==> src/design/i2c_engine_pkg.sv <==
package i2c_engine_pkg;
	localparam int unsigned SYS_CLK_HZ      = 10_000_000;
	localparam int unsigned STD_SCL_HZ      = 100_000;
	localparam int unsigned FAST_SCL_HZ     = 400_000;
	localparam int unsigned QUARTERS        = 4;
	// divider counts that keep the bus at or below each nominal rate
	localparam int unsigned STD_DIVIDER     = (SYS_CLK_HZ + QUARTERS * STD_SCL_HZ - 1) / (QUARTERS * STD_SCL_HZ);
	localparam int unsigned FAST_DIVIDER    = (SYS_CLK_HZ + QUARTERS * FAST_SCL_HZ - 1) / (QUARTERS * FAST_SCL_HZ);
	localparam int unsigned DIV_W           = 8;
	localparam logic [7:0]  MIN_DIVIDER     = 8'h02;
	localparam int unsigned BUF_DEPTH       = 16;
	localparam int unsigned PTR_W           = 4;
	localparam int unsigned LEN_W           = 5;
	localparam int unsigned ADDR_W          = 10;
	localparam int unsigned FIFO_DEPTH      = 8;
	localparam int unsigned FIFO_W          = 1 + PTR_W + 8;
	localparam logic [4:0]  TEN_BIT_PREFIX  = 5'h1E;
	localparam logic [3:0]  ACK_BIT         = 4'h8;
	localparam logic [1:0]  LAST_QUARTER    = 2'h3;
	localparam logic [1:0]  SAMPLE_QUARTER  = 2'h2;
	localparam logic [7:0]  RELEASED_BYTE   = 8'hFF;
	localparam logic [3:0]  PTR_ZERO        = 4'h0;
	localparam logic [3:0]  PTR_LAST        = 4'hF;
	localparam logic [4:0]  LEN_ONE         = 5'h01;

	typedef enum logic [4:0] {
		ST_IDLE  = 5'h01,
		ST_START = 5'h02,
		ST_BYTE  = 5'h04,
		ST_STOP  = 5'h08,
		ST_HOLD  = 5'h10
	} engine_state_e;
endpackage

==> src/design/buffered_i2c_master_engine.sv <==
`timescale 1ns/1ps
`default_nettype none
module buffered_i2c_master_engine #(
	parameter int unsigned FIFO_DEPTH_P = i2c_engine_pkg::FIFO_DEPTH
) (
	// clock and reset
	input  wire logic                               i_clk_sys,
	input  wire logic                               i_rst,
	// configuration
	input  wire logic [i2c_engine_pkg::DIV_W-1:0]   i_scl_divider_count,
	input  wire logic                               i_pin_pair_select,
	input  wire logic                               i_ten_bit_address_select,
	input  wire logic [i2c_engine_pkg::LEN_W-1:0]   i_first_burst_length,
	input  wire logic                               i_first_burst_direction,
	input  wire logic                               i_repeated_start_enable,
	input  wire logic [i2c_engine_pkg::LEN_W-1:0]   i_second_burst_length,
	input  wire logic                               i_second_burst_direction,
	input  wire logic                               i_stop_enable,
	// start or resume
	input  wire logic                               i_target_address_trigger,
	input  wire logic [i2c_engine_pkg::ADDR_W-1:0]  i_target_address,
	// write buffer loading
	input  wire logic                               i_tx_buffer_write,
	input  wire logic                               i_tx_buffer_pointer_load,
	input  wire logic [i2c_engine_pkg::PTR_W-1:0]   i_tx_buffer_pointer,
	input  wire logic [7:0]                         i_tx_buffer_data,
	output logic                                    o_tx_buffer_ready,
	// read buffer access
	input  wire logic [i2c_engine_pkg::PTR_W-1:0]   i_rx_buffer_pointer,
	output logic [7:0]                              o_rx_buffer_data,
	// status
	output logic                                    o_transaction_complete_flag,
	output logic                                    o_paused_waiting_flag,
	output logic                                    o_attention_pulse,
	// bus pins, two open-drain pairs
	input  wire logic [1:0]                         i_scl_in,
	input  wire logic [1:0]                         i_sda_in,
	output logic [1:0]                              o_scl_out,
	output logic [1:0]                              o_scl_oe_n,
	output logic [1:0]                              o_sda_out,
	output logic [1:0]                              o_sda_oe_n
);
	import i2c_engine_pkg::*;

	engine_state_e     state, next_state;
	logic [1:0]        quarter, next_quarter;
	logic [DIV_W-1:0]  tick, next_tick;
	logic [3:0]        bit_idx, next_bit_idx;
	logic [7:0]        shreg, next_shreg;
	logic [1:0]        hdr_left, next_hdr_left;
	logic              seg, next_seg;
	logic              dir, next_dir;
	logic [LEN_W-1:0]  len_left, next_len_left;
	logic [PTR_W-1:0]  tx_ptr, next_tx_ptr;
	logic [PTR_W-1:0]  rx_ptr, next_rx_ptr;
	logic [PTR_W-1:0]  wr_ptr, next_wr_ptr;
	logic              pair, next_pair;
	logic [ADDR_W-1:0] addr, next_addr;
	logic              ten, next_ten;
	logic              use_sr, next_use_sr;
	logic              complete, next_complete;
	logic              paused, next_paused;
	logic              attn, next_attn;
	logic              scl_lvl, sda_lvl;
	logic [DIV_W-1:0]  div_eff;
	logic              q_end, bit_end, byte_start, byte_end, accept;
	logic              rx_we;
	logic              nack;
	logic              fifo_valid, fifo_pop, fifo_load;
	logic [FIFO_W-1:0] fifo_data;
	logic [PTR_W-1:0]  fifo_addr;
	logic [7:0]        tx_rdata;

	// host writes pass through a small queue; it drains only while the engine is idle or paused in hold
	byte_fifo #(.WIDTH(FIFO_W), .DEPTH(FIFO_DEPTH_P)) u_load_fifo (
		.i_clk_sys   (i_clk_sys),
		.i_rst       (i_rst),
		.i_in_valid  (i_tx_buffer_write),
		.i_in_data   ({i_tx_buffer_pointer_load, i_tx_buffer_pointer, i_tx_buffer_data}),
		.o_in_ready  (o_tx_buffer_ready),
		.o_out_valid (fifo_valid),
		.o_out_data  (fifo_data),
		.i_out_ready (fifo_pop)
	);

	assign fifo_pop  = fifo_valid && (state == ST_IDLE || state == ST_HOLD);
	assign fifo_load = fifo_data[FIFO_W-1];
	assign fifo_addr = fifo_load ? fifo_data[FIFO_W-2 -: PTR_W] : wr_ptr;
	assign next_wr_ptr = fifo_pop ? PTR_W'(fifo_addr + 1'b1) : wr_ptr;

	byte_buffer_mem #(.DEPTH(BUF_DEPTH), .AW(PTR_W)) u_tx_buf (
		.i_clk_sys (i_clk_sys),
		.i_wr_en   (fifo_pop),
		.i_wr_addr (fifo_addr),
		.i_wr_data (fifo_data[7:0]),
		.i_rd_addr (next_tx_ptr),
		.o_rd_data (tx_rdata)
	);

	byte_buffer_mem #(.DEPTH(BUF_DEPTH), .AW(PTR_W)) u_rx_buf (
		.i_clk_sys (i_clk_sys),
		.i_wr_en   (rx_we),
		.i_wr_addr (rx_ptr),
		.i_wr_data (shreg),
		.i_rd_addr (i_rx_buffer_pointer),
		.o_rd_data (o_rx_buffer_data)
	);

	// a divider of one would let data and clock edges collide
	assign div_eff    = (i_scl_divider_count < MIN_DIVIDER) ? MIN_DIVIDER : i_scl_divider_count;
	// at or past the end, so a divider lowered mid-quarter cannot run the count away
	assign q_end      = (tick >= DIV_W'(div_eff - 1'b1));
	assign bit_end    = q_end && (quarter == LAST_QUARTER);
	assign byte_start = (state == ST_BYTE) && (bit_idx == '0) && (quarter == '0) && (tick == '0);
	assign byte_end   = (state == ST_BYTE) && (bit_idx == ACK_BIT) && bit_end;
	assign accept     = i_target_address_trigger && (state == ST_IDLE || state == ST_HOLD);
	assign nack       = (len_left == LEN_ONE) && (i_stop_enable || (!seg && use_sr));
	assign rx_we      = (state == ST_BYTE) && dir && (hdr_left == '0) && (bit_idx == ACK_BIT)
		&& (quarter == '0) && (tick == '0);

	// bus levels for the current phase
	always_comb begin
		scl_lvl = 1'b1;
		sda_lvl = 1'b1;
		case (state)
			ST_IDLE: begin
				scl_lvl = 1'b1;
				sda_lvl = 1'b1;
			end
			ST_START: begin
				scl_lvl = (quarter == 2'h1) || (quarter == 2'h2);
				sda_lvl = !quarter[1];
			end
			ST_BYTE: begin
				scl_lvl = (quarter == 2'h1) || (quarter == 2'h2);
				if (bit_idx != ACK_BIT) begin
					sda_lvl = (dir && hdr_left == '0) ? 1'b1 : shreg[7];
				end else begin
					sda_lvl = (dir && hdr_left == '0) ? nack : 1'b1;
				end
			end
			ST_STOP: begin
				scl_lvl = (quarter != '0);
				sda_lvl = quarter[1];
			end
			ST_HOLD: begin
				scl_lvl = 1'b0;
				sda_lvl = 1'b1;
			end
			default: begin
				scl_lvl = 1'b1;
				sda_lvl = 1'b1;
			end
		endcase
	end

	function automatic logic [7:0] header_byte(input logic [1:0] left, input logic t,
		input logic [ADDR_W-1:0] a, input logic d);
		if (!t) begin
			header_byte = {a[6:0], d};
		end else if (left == 2'h2) begin
			header_byte = {TEN_BIT_PREFIX, a[9:8], d};
		end else begin
			header_byte = a[7:0];
		end
	endfunction

	always_comb begin
		next_state    = state;
		next_quarter  = quarter;
		next_tick     = tick;
		next_bit_idx  = bit_idx;
		next_shreg    = shreg;
		next_hdr_left = hdr_left;
		next_seg      = seg;
		next_dir      = dir;
		next_len_left = len_left;
		next_tx_ptr   = tx_ptr;
		next_rx_ptr   = rx_ptr;
		next_pair     = pair;
		next_addr     = addr;
		next_ten      = ten;
		next_use_sr   = use_sr;
		next_complete = complete;
		next_paused   = paused;
		next_attn     = 1'b0;
		if (state != ST_IDLE && state != ST_HOLD) begin
			next_tick = q_end ? '0 : DIV_W'(tick + 1'b1);
			if (q_end) begin
				next_quarter = 2'(quarter + 1'b1);
			end
		end
		if (accept) begin
			next_complete = 1'b0;
			next_paused   = 1'b0;
			next_addr     = i_target_address;
			next_tx_ptr   = PTR_ZERO;
			next_rx_ptr   = PTR_ZERO;
			next_tick     = '0;
			next_quarter  = '0;
			next_bit_idx  = '0;
			if (state == ST_IDLE) begin
				next_state    = ST_START;
				next_pair     = i_pin_pair_select;
				next_ten      = i_ten_bit_address_select;
				next_use_sr   = i_repeated_start_enable;
				next_seg      = 1'b0;
				next_dir      = i_first_burst_direction;
				next_len_left = i_first_burst_length;
				next_hdr_left = i_ten_bit_address_select ? 2'h2 : 2'h1;
			end else begin
				// resume the paused burst with a fresh buffer
				next_state = ST_BYTE;
				if (len_left == '0) begin
					next_len_left = seg ? i_second_burst_length : i_first_burst_length;
				end
			end
		end
		case (state)
			ST_START: begin
				if (bit_end) begin
					next_state   = ST_BYTE;
					next_bit_idx = '0;
				end
			end
			ST_BYTE: begin
				if (byte_start) begin
					next_shreg = (hdr_left != '0) ? header_byte(hdr_left, ten, addr, dir)
						: (dir ? RELEASED_BYTE : tx_rdata);
				end
				if (dir && hdr_left == '0 && quarter == SAMPLE_QUARTER && q_end && bit_idx != ACK_BIT) begin
					next_shreg = {shreg[6:0], i_sda_in[pair]};
				end
				if (!(dir && hdr_left == '0) && bit_end && bit_idx != ACK_BIT) begin
					next_shreg = {shreg[6:0], 1'b0};
				end
				if (rx_we) begin
					next_rx_ptr = PTR_W'(rx_ptr + 1'b1);
				end
				if (!dir && hdr_left == '0 && bit_idx == ACK_BIT && quarter == '0 && tick == '0) begin
					next_tx_ptr = PTR_W'(tx_ptr + 1'b1);
				end
				if (bit_end) begin
					next_bit_idx = 4'(bit_idx + 1'b1);
				end
				if (byte_end) begin
					next_bit_idx = '0;
					if (hdr_left != '0) begin
						next_hdr_left = 2'(hdr_left - 1'b1);
					end else begin
						next_len_left = LEN_W'(len_left - 1'b1);
					end
					// a full buffer without stop means the host must service it
					if (hdr_left == '0 && !i_stop_enable && len_left != LEN_ONE
						&& (dir ? rx_ptr : tx_ptr) == PTR_ZERO) begin
						next_state  = ST_HOLD;
						next_paused = 1'b1;
						next_attn   = 1'b1;
					end else if ((hdr_left == '0 && len_left == LEN_ONE) || (hdr_left == 2'h1 && len_left == '0)) begin
						if (!seg && use_sr) begin
							next_state    = ST_START;
							next_seg      = 1'b1;
							next_dir      = i_second_burst_direction;
							next_len_left = i_second_burst_length;
							next_hdr_left = ten ? 2'h2 : 2'h1;
						end else if (i_stop_enable) begin
							next_state = ST_STOP;
						end else begin
							next_state    = ST_HOLD;
							next_paused   = 1'b1;
							next_attn     = 1'b1;
							next_len_left = '0;
						end
					end
				end
			end
			ST_STOP: begin
				if (bit_end) begin
					next_state    = ST_IDLE;
					next_complete = 1'b1;
					next_attn     = 1'b1;
				end
			end
			ST_IDLE, ST_HOLD: begin
			end
			default: begin
				next_state = ST_IDLE;
			end
		endcase
	end

	always_ff @(posedge i_clk_sys) begin
		if (i_rst) begin
			state    <= ST_IDLE;
			quarter  <= '0;
			tick     <= '0;
			bit_idx  <= '0;
			shreg    <= '0;
			hdr_left <= '0;
			seg      <= 1'b0;
			dir      <= 1'b0;
			len_left <= '0;
			tx_ptr   <= '0;
			rx_ptr   <= '0;
			wr_ptr   <= '0;
			pair     <= 1'b0;
			addr     <= '0;
			ten      <= 1'b0;
			use_sr   <= 1'b0;
			complete <= 1'b1;
			paused   <= 1'b0;
			attn     <= 1'b0;
		end else begin
			state    <= next_state;
			quarter  <= next_quarter;
			tick     <= next_tick;
			bit_idx  <= next_bit_idx;
			shreg    <= next_shreg;
			hdr_left <= next_hdr_left;
			seg      <= next_seg;
			dir      <= next_dir;
			len_left <= next_len_left;
			tx_ptr   <= next_tx_ptr;
			rx_ptr   <= next_rx_ptr;
			wr_ptr   <= next_wr_ptr;
			pair     <= next_pair;
			addr     <= next_addr;
			ten      <= next_ten;
			use_sr   <= next_use_sr;
			complete <= next_complete;
			paused   <= next_paused;
			attn     <= next_attn;
		end
	end

	assign o_transaction_complete_flag = complete;
	assign o_paused_waiting_flag       = paused;
	assign o_attention_pulse           = attn;

	// open drain: only the selected pair is ever pulled low
	for (genvar p = 0; p < 2; p++) begin : g_pair
		always_ff @(posedge i_clk_sys) begin
			if (i_rst) begin
				o_scl_out[p]  <= 1'b0;
				o_sda_out[p]  <= 1'b0;
				o_scl_oe_n[p] <= 1'b1;
				o_sda_oe_n[p] <= 1'b1;
			end else begin
				o_scl_out[p]  <= 1'b0;
				o_sda_out[p]  <= 1'b0;
				o_scl_oe_n[p] <= (pair == 1'(p)) ? scl_lvl : 1'b1;
				o_sda_oe_n[p] <= (pair == 1'(p)) ? sda_lvl : 1'b1;
			end
		end
	end
endmodule
`default_nettype wire

==> src/design/byte_buffer_mem.sv <==
`timescale 1ns/1ps
`default_nettype none
module byte_buffer_mem #(
	parameter int unsigned DEPTH = 16,
	parameter int unsigned AW    = 4
) (
	// clock
	input  wire logic          i_clk_sys,
	// write port
	input  wire logic          i_wr_en,
	input  wire logic [AW-1:0] i_wr_addr,
	input  wire logic [7:0]    i_wr_data,
	// registered read port
	input  wire logic [AW-1:0] i_rd_addr,
	output logic [7:0]         o_rd_data
);
	logic [7:0] cells [DEPTH];

	always_ff @(posedge i_clk_sys) begin
		if (i_wr_en) begin
			cells[i_wr_addr] <= i_wr_data;
		end
		o_rd_data <= cells[i_rd_addr];
	end
endmodule
`default_nettype wire

==> src/design/byte_fifo.sv <==
`timescale 1ns/1ps
`default_nettype none
module byte_fifo #(
	parameter int unsigned WIDTH = 13,
	parameter int unsigned DEPTH = 8
) (
	// clock and reset
	input  wire logic             i_clk_sys,
	input  wire logic             i_rst,
	// fill side
	input  wire logic             i_in_valid,
	input  wire logic [WIDTH-1:0] i_in_data,
	output logic                  o_in_ready,
	// drain side
	output logic                  o_out_valid,
	output logic [WIDTH-1:0]      o_out_data,
	input  wire logic             i_out_ready
);
	localparam int unsigned AW = $clog2(DEPTH);
	logic [WIDTH-1:0] store [DEPTH];
	logic [AW-1:0]    wr_idx;
	logic [AW-1:0]    rd_idx;
	logic [AW:0]      count;
	logic [AW-1:0]    next_wr_idx;
	logic [AW-1:0]    next_rd_idx;
	logic [AW:0]      next_count;
	logic             push;
	logic             pop;

	always_comb begin
		push        = i_in_valid && o_in_ready;
		pop         = o_out_valid && i_out_ready;
		next_wr_idx = push ? AW'(wr_idx + 1'b1) : wr_idx;
		next_rd_idx = pop ? AW'(rd_idx + 1'b1) : rd_idx;
		next_count  = count;
		if (push && !pop) begin
			next_count = (AW+1)'(count + 1'b1);
		end else if (pop && !push) begin
			next_count = (AW+1)'(count - 1'b1);
		end
	end

	always_ff @(posedge i_clk_sys) begin
		if (i_rst) begin
			wr_idx      <= '0;
			rd_idx      <= '0;
			count       <= '0;
			o_in_ready  <= 1'b1;
			o_out_valid <= 1'b0;
		end else begin
			wr_idx      <= next_wr_idx;
			rd_idx      <= next_rd_idx;
			count       <= next_count;
			o_in_ready  <= (next_count != (AW+1)'(DEPTH));
			o_out_valid <= (next_count != '0);
		end
	end

	always_ff @(posedge i_clk_sys) begin
		if (push) begin
			store[wr_idx] <= i_in_data;
		end
	end

	assign o_out_data = store[rd_idx];
endmodule
`default_nettype wire

==> config.mk <==
export PLATFORM = sky130hd
export DESIGN_NAME = buffered_i2c_master_engine
export DESIGN_NICKNAME = d
export VERILOG_FILES = /design/src/design/i2c_engine_pkg.sv /design/src/design/buffered_i2c_master_engine.sv /design/src/design/byte_buffer_mem.sv /design/src/design/byte_fifo.sv
export SDC_FILE = /design/constraint.sdc
export NUM_CORES = 1
export LEC_CHECK = 0
export BUFFER_PORTS_ARGS = -buffer_cell sky130_fd_sc_hd__buf_2
export CORE_MARGIN = 5
export CORE_UTILIZATION = 55
export CTS_CLUSTER_DIAMETER = 120
export CTS_CLUSTER_SIZE = 14
export DETAILED_ROUTE_END_ITERATION = 8
export HOLD_SLACK_MARGIN = 0.08
export PLACE_DENSITY_LB_ADDON = 0.25
export SLEW_MARGIN = 20
export SYNTH_ARGS = -nofsm -noshare
export SYNTH_HDL_FRONTEND = slang
export SYNTH_HIERARCHICAL = 1
export SYNTH_SLANG_ARGS = --single-unit
==> constraint.sdc <==
create_clock -name i_clk_sys -period 5.5 [get_ports i_clk_sys]
set_clock_uncertainty 0.2 [all_clocks]
set_input_delay 1.1 -clock i_clk_sys [delete_from_list [all_inputs] [get_ports i_clk_sys]]
set_output_delay 1.1 -clock i_clk_sys [all_outputs]
set_load 0.1 [all_outputs]
## Word-level counts from Yosys, hierarchy flattened

Memory sizes are Yosys's and may differ from the RTL's. A register that Yosys moved wholly into a read port is not among the register bits.
Cells that the tools add are included.

| word-level totals | value |
|---|---|
| word-level logic and storage cells | 230 |
| memories kept | 3 |
| bits of input ports | 59 |
| output and inout port bits | 20 |
| RAM bits | 360 |
| register bits after elaboration | 80 |

Memories:

| memory | words | width | read ports | clocked after memory_dff | write ports | line | text |
|---|---|---|---|---|---|---|---|
| u_rx_buf.cells | 16 | 8 | 1 | 1 | 1 | byte_buffer_mem.sv:17 | `logic [7:0] cells [DEPTH];` |
| u_tx_buf.cells | 16 | 8 | 1 | 1 | 1 | byte_buffer_mem.sv:17 |  |
| u_load_fifo.store | 8 | 13 | 1 | 1 | 1 | byte_fifo.sv:20 | `logic [WIDTH-1:0] store [DEPTH];` |

| operators by class | value |
|---|---|
| equal/unequal tests | 17 |
| bitwise operators | 1 |
| reductions and logical operators | 64 |
| $add $sub $neg | 13 |
| muxes and demuxes | 101 |
| order comparisons | 3 |

Operators with widths:

| kind | count |
|---|---|
| $mux 5 | 19 |
| $mux 8 | 9 |
| $mux 4 | 14 |
| $mux 1 | 41 |
| $logic_and 1x1->1 | 35 |
| $add 4x1->4 const B | 5 |
| $mux 2 | 10 |
| $pmux 5 s4 | 1 |
| $eq 5x1->1 const B | 2 |
| $ne 5x1->1 const B | 2 |
| $reduce_or 2->1 | 5 |
| $mux 3 | 3 |
| $add 8x1->8 const B | 1 |
| $ge 8x8->1 | 1 |
| $logic_not 4->1 | 2 |
| $logic_not 8->1 | 1 |
| $lt 8x2->1 const B | 1 |
| $ne 4x4->1 const B | 2 |
| $pmux 4 s2 | 1 |
| $sub 8x1->8 const B | 1 |
| $logic_not 1->1 | 7 |
| $add 3x1->3 const B | 2 |
| $eq 2x2->1 const B | 3 |
| $pmux 1 s3 | 2 |
| other kinds (21) | 29 |

## Longest topological paths before layout

| depth | value |
|---|---|
| depth in word-level cells | 11 |
| mapped depth | 13 |
| gate-level depth less buffers | 12 |

## Modules after synthesis

Netlist, hierarchy kept.

By module, submodules not included:

| module | cells an instance | sequential area each (um^2) | times used | area each (um^2) |
|---|---|---|---|---|
| byte_buffer_mem | 229 | 4003.8 | 2 | 5147.4 |
| byte_fifo | 233 | 3423.3 | 1 | 4724.5 |
| buffered_i2c_master_engine | 563 | 1361.3 | 1 | 4430.5 |

## Worst setup path before layout

Ideal clock, no wire load.

| timing path | value |
|---|---|
| path kind | input to register |
| start point | input i_scl_divider_count[4] (netlist name) |
| end point | register state[3] |
| data required time | 5.230 ns |
| cell stages on the path | 13 |
| setup time | 0.070 ns |
| buffers on the path | 1 |
| slack | 1.195 ns |
| arrival | 4.035 ns |
| path through | or4_1 > nor3_1 > nor2_1 > ha_1 > nand2_1 > xor2_1 > ha_1 > nand4_1 > or2_2 > o32a_1 > clkbuf_1 > or4b_1 > a21oi_1 |

| between the ends | value |
|---|---|
| word-level cells in the longest chain between the ends | 8 |
| elaborated cells on any way between the ends | 10 |
| those cells by class | 1 x add/sub; 2 x order compare; 5 x mux; 2 x reduce/logical |

RTL lines:

| element | line | text |
|---|---|---|
| start: declaration | buffered_i2c_master_engine.sv:10 | `input wire logic [i2c_engine_pkg::DIV_W-1:0] i_scl_divider_count,` |
| $lt 8x2->1 | buffered_i2c_master_engine.sv:110 | `assign div_eff = (i_scl_divider_count < MIN_DIVIDER) ? MIN_DIVIDER : i_scl_divider_count;` |
| $mux 8 * | buffered_i2c_master_engine.sv:110 |  |
| $sub 8x1->8 * | buffered_i2c_master_engine.sv:112 | `assign q_end = (tick >= DIV_W'(div_eff - 1'b1));` |
| $ge 8x8->1 * | buffered_i2c_master_engine.sv:112 |  |
| $logic_and 1x1->1 * | buffered_i2c_master_engine.sv:113 | `assign bit_end = q_end && (quarter == LAST_QUARTER);` |
| $logic_and 1x1->1 | buffered_i2c_master_engine.sv:115 | `assign byte_end = (state == ST_BYTE) && (bit_idx == ACK_BIT) && bit_end;` |
| $mux 5 | buffered_i2c_master_engine.sv:246 | `if (byte_end) begin` |
| $pmux 5 s4 * | buffered_i2c_master_engine.sv:219 | `case (state)` |
| end signal: assignment | buffered_i2c_master_engine.sv:314 | `state <= next_state;` |
| end: declaration | buffered_i2c_master_engine.sv:45 | `engine_state_e state, next_state;` |

Every way passes the cells marked *; elsewhere a longest branch is shown, timed or not.
A chain may end at the register's enable or synchronous reset.

## Final worst setup path

| timing path | value |
|---|---|
| start point | register tick[0] |
| end point | register u_tx_buf.o_rd_data[2] (read register of u_tx_buf.cells) |

| between the ends | value |
|---|---|
| word-level cells in the longest chain between the ends | 4 |

RTL lines:

| element | line | text |
|---|---|---|
| start: declaration | buffered_i2c_master_engine.sv:47 | `logic [DIV_W-1:0] tick, next_tick;` |
| start signal: assignment | buffered_i2c_master_engine.sv:316 | `tick <= next_tick;` |
| $logic_not 8->1 | buffered_i2c_master_engine.sv:240 | `if (!dir && hdr_left == '0 && bit_idx == ACK_BIT && quarter == '0 && tick == '0) begin` |
| $logic_and 1x1->1 | buffered_i2c_master_engine.sv:240 |  |
| $mux 4 | buffered_i2c_master_engine.sv:240 |  |
| $mux 4 | buffered_i2c_master_engine.sv:219 |  |
| named net next_tx_ptr[0] | buffered_i2c_master_engine.sv:54 | `logic [PTR_W-1:0] tx_ptr, next_tx_ptr;` |
| end: declaration | byte_buffer_mem.sv:15 | `output logic [7:0] o_rd_data` |

The timed path passes the listed nets, and every way through them passes these cells.

==> impl_results.md <==
* Vias/cell at 6.04
* Mux contribution to synthesized area at 13.3%
* Layout cell share with drive strength beyond 1 at 17.1%
* Final HPWL DP at 26,000 um
* Chip width at 198 um
* Logic pwr share at 16.6%
* Slew Limit Fails at 0
* Leakage at 7.05 nW
* Most used standard cell by instance count after synthesis: edfxtp_1
* Vias at 10.9k
* CTS Sinks at 459
* Storage element area at 12,800 um^2
* Footprint of the multi-input gates at 6210 um^2
* List of most frequent post-synthesis cells: 360 x edfxtp_1, 107 x nand2_1, 99 x dfxtp_1
* Final period util at 77.2%
* Drt wl/cell at 21.7 um
* NetSw at 2.13 mW
* Syn_area_per_cell at 15.5 um^2
* Die ar. at 39,200 um^2
* Initial antenna violation count at 2
* Total wire length at 39,300 um
* Synth top area cells: edfxtp_1 56%, dfxtp_1 10%, mux4_1 6.5%
* Drt drc at 0
* CTS resizes at 0
* Maxcap violations at 0
* Status: finished, final reports clean
* Final WS setup at 1250 ps
* Number of DRC markers in iteration 0 at 811
* Largest net degree at the start of global routing at 39
* Post-Synthesis Cells at 1,254
* Switching share of total power at 26.8%
* Seq/Total Area, Yosys at 65.8%
* Final setup viols at 0
* Fillers at 2,553
* Root Driver: clkbuf_16
* Vias in the first global route at 11.1k
* Total power at 7.96 mW
* Post-Synth Simple-Gate Area at 9.03%
* # rows at 68
* Maximum clock path buffer count at 3
* H-tree levels at 2
* Distinct cells, synth at 82
* Data arrival time of the critical path at 4460 ps
* First-pass GRT wire length at 62,000 um
* Starting Density at 56.0%
* Worst IR drop on VDD at 0.296 mV
* DR pass1 iterations at 7
* Clk Latency, worst-skew pair at 530 ps
* N_diodes at 0
* Critical Path RT at 5710 ps
* Hold_buf cts at 0
* Core region area at 34,700 um^2
* Final hold vios at 0
* Critical path startpoint category: flip-flop
* Height of the die at 198 um
* I/O pins at 79
* Part of the power in registers at 52.4%
* CP Cell Sequence: inv_1, ha_1, nor4bb_1, nand2_1, nor3_1, mux2i_4, buf_4, mux4_1, a22oi_1, nand2_1
* CP max-delay cell: mux4_1
* GRT Total Usage at 20.1%
* Least-Margin Pin Slew at 956 ps
* Crit path capture type: flip-flop
* Adder-Cell Fraction of Synth Area at 1.61%
* Seq cells post-synth at 459
* Pint at 5.83 mW
* Final layout net count at 1,415
* XOR/XNOR share of the synthesized area at 1.08%
* Slew headroom at 36.2%
* Mapped Area at 19,400 um^2
* Grt ovf at 0
* Post-synth top area cell: edfxtp_1
* Asr flop ratio synth at 0%
* Cell repeated most along the worst path: nand2_1
* Top cell type's share of synthesized area at 55.6%
* CTS tree: built
* CP max stage delay at 660 ps
* Area Overhead vs Synth at 9.62%
* Post-synthesis compound-gate area fraction at 6.57%
* Unrepaired setup endpoints after global routing: no
* Worst-path fanout max at 33
* TNS Setup at 0 ps
* Hold crit path type: reg -> reg
* Final min period at 4250 ps
* Power per cell area at 374 nW/um^2
* Postcts setup bufs at 0
* Largest family of logic cells by synthesized area: multiplexers
* Worst-path clk slew at 70 ps
* Synth warnings at 6
* Cts bufs inserted at 38
* RePlAce Congestion at 0.824
* Port bufs at 72
* Main synth FF type: edfxtp_1
* Clock Power Share at 31.0%
* Post-synth EDFFs at 360
* Achievable Freq at 235 MHz
* Antenna viol nets, final at 0
* Dpl ws at 876 ps
* Critical path type: reg -> reg
cell families after synthesis:
logic type | Yosys count
mux | 125
compound gates | 180
flops | 459
simple gates | 352
fa+ha+maj | 25
buf+inv | 88
other cells | 1
xor+xnor | 24
worst max-delay path, delay by kind of cell, from the launching register on:
kind | cells | cell delay, ps
mux | 2 | 980
fa+ha+maj | 1 | 160
buf+inv | 2 | 640
flops | 1 | 340
simple gates | 4 | 1460
compound gates | 1 | 320
state kept, by name, summed over array words and instances, names as in the netlist, 5 cells and up, named ones only:
register and flops:
u_load_fifo/store 104, state 5, tick 8, u_tx_buf/o_rd_data 8, shreg 8, u_tx_buf/cells 128
u_rx_buf/cells 128, addr 10, len_left 5, u_rx_buf/o_rd_data 8
metal layers:
layer / GRT usage (%) / vias up / share of wire [%]
met1: 26.8 / 5474 / 41
met4: 5.33 / 4 / 2.4
li1: - / 5091 / -
met2: 35.0 / 295 / 51
met5: 0 / - / 0.066
met3: 3.10 / 66 / 5.4
layout make-up:
cell class                      count  area share (%)
Multi-Input combinational cell    710            29.1
Clock inverter                      3           0.176
Sequential cell                   459            60.0
Timing Repair Buffer               98            2.62
Tap cell                          455            2.67
Clock buffer                       61            4.96
Inverter                           24           0.423
cell usage in the layout, fill, tap and decap left out, drive strengths merged, types with 16 or more instances in the layout:
master and instances:
a21oi 43, nor2 77, o21ai 16, nand2 109, edfxtp 360, nor3 45
mux2 18, ha 25, nand3 18, clkbuf 61, inv 24, mux2i 17
nor4 17, buf 98, nor2b 16, nand2b 17, a22oi 35, dfxtp 99
mux4 90
per-stage QoR:
stage               cells  cell area, um^2  utilization (%)  hold slack, ps
finish               1810            21300             61.4             257
global placement     1746            20200             58.3             243
detailed placement   1746            20200             58.3             250
global route         1810            21300             61.4             272
floorplan            1257            19500                -             231
CTS                  1810            21300             61.4             259
power groups by stage:
stage,clock [mW],combinational [mW],sequential (mW)
3_5_place_dp,0,1.31,4.25
5_1_grt,2.66,1.45,4.20
6_report,2.47,1.32,4.18
4_1_cts,2.53,1.32,4.18
3_3_place_gp,0,1.29,4.24
2_1_floorplan,0,0.986,4.22
path summary, 6_finish.rpt:
path,slack [ps],startpoint,to,cells past startpoint
max,1250,tick[0],u_tx_buf/o_rd_data[2],10
min,260,wr_ptr[1],wr_ptr[1],2
max reg2reg,1250,tick[0],u_tx_buf/o_rd_data[2],10
min reg2reg,260,wr_ptr[1],wr_ptr[1],2
(Power assumes the default switching activity.)
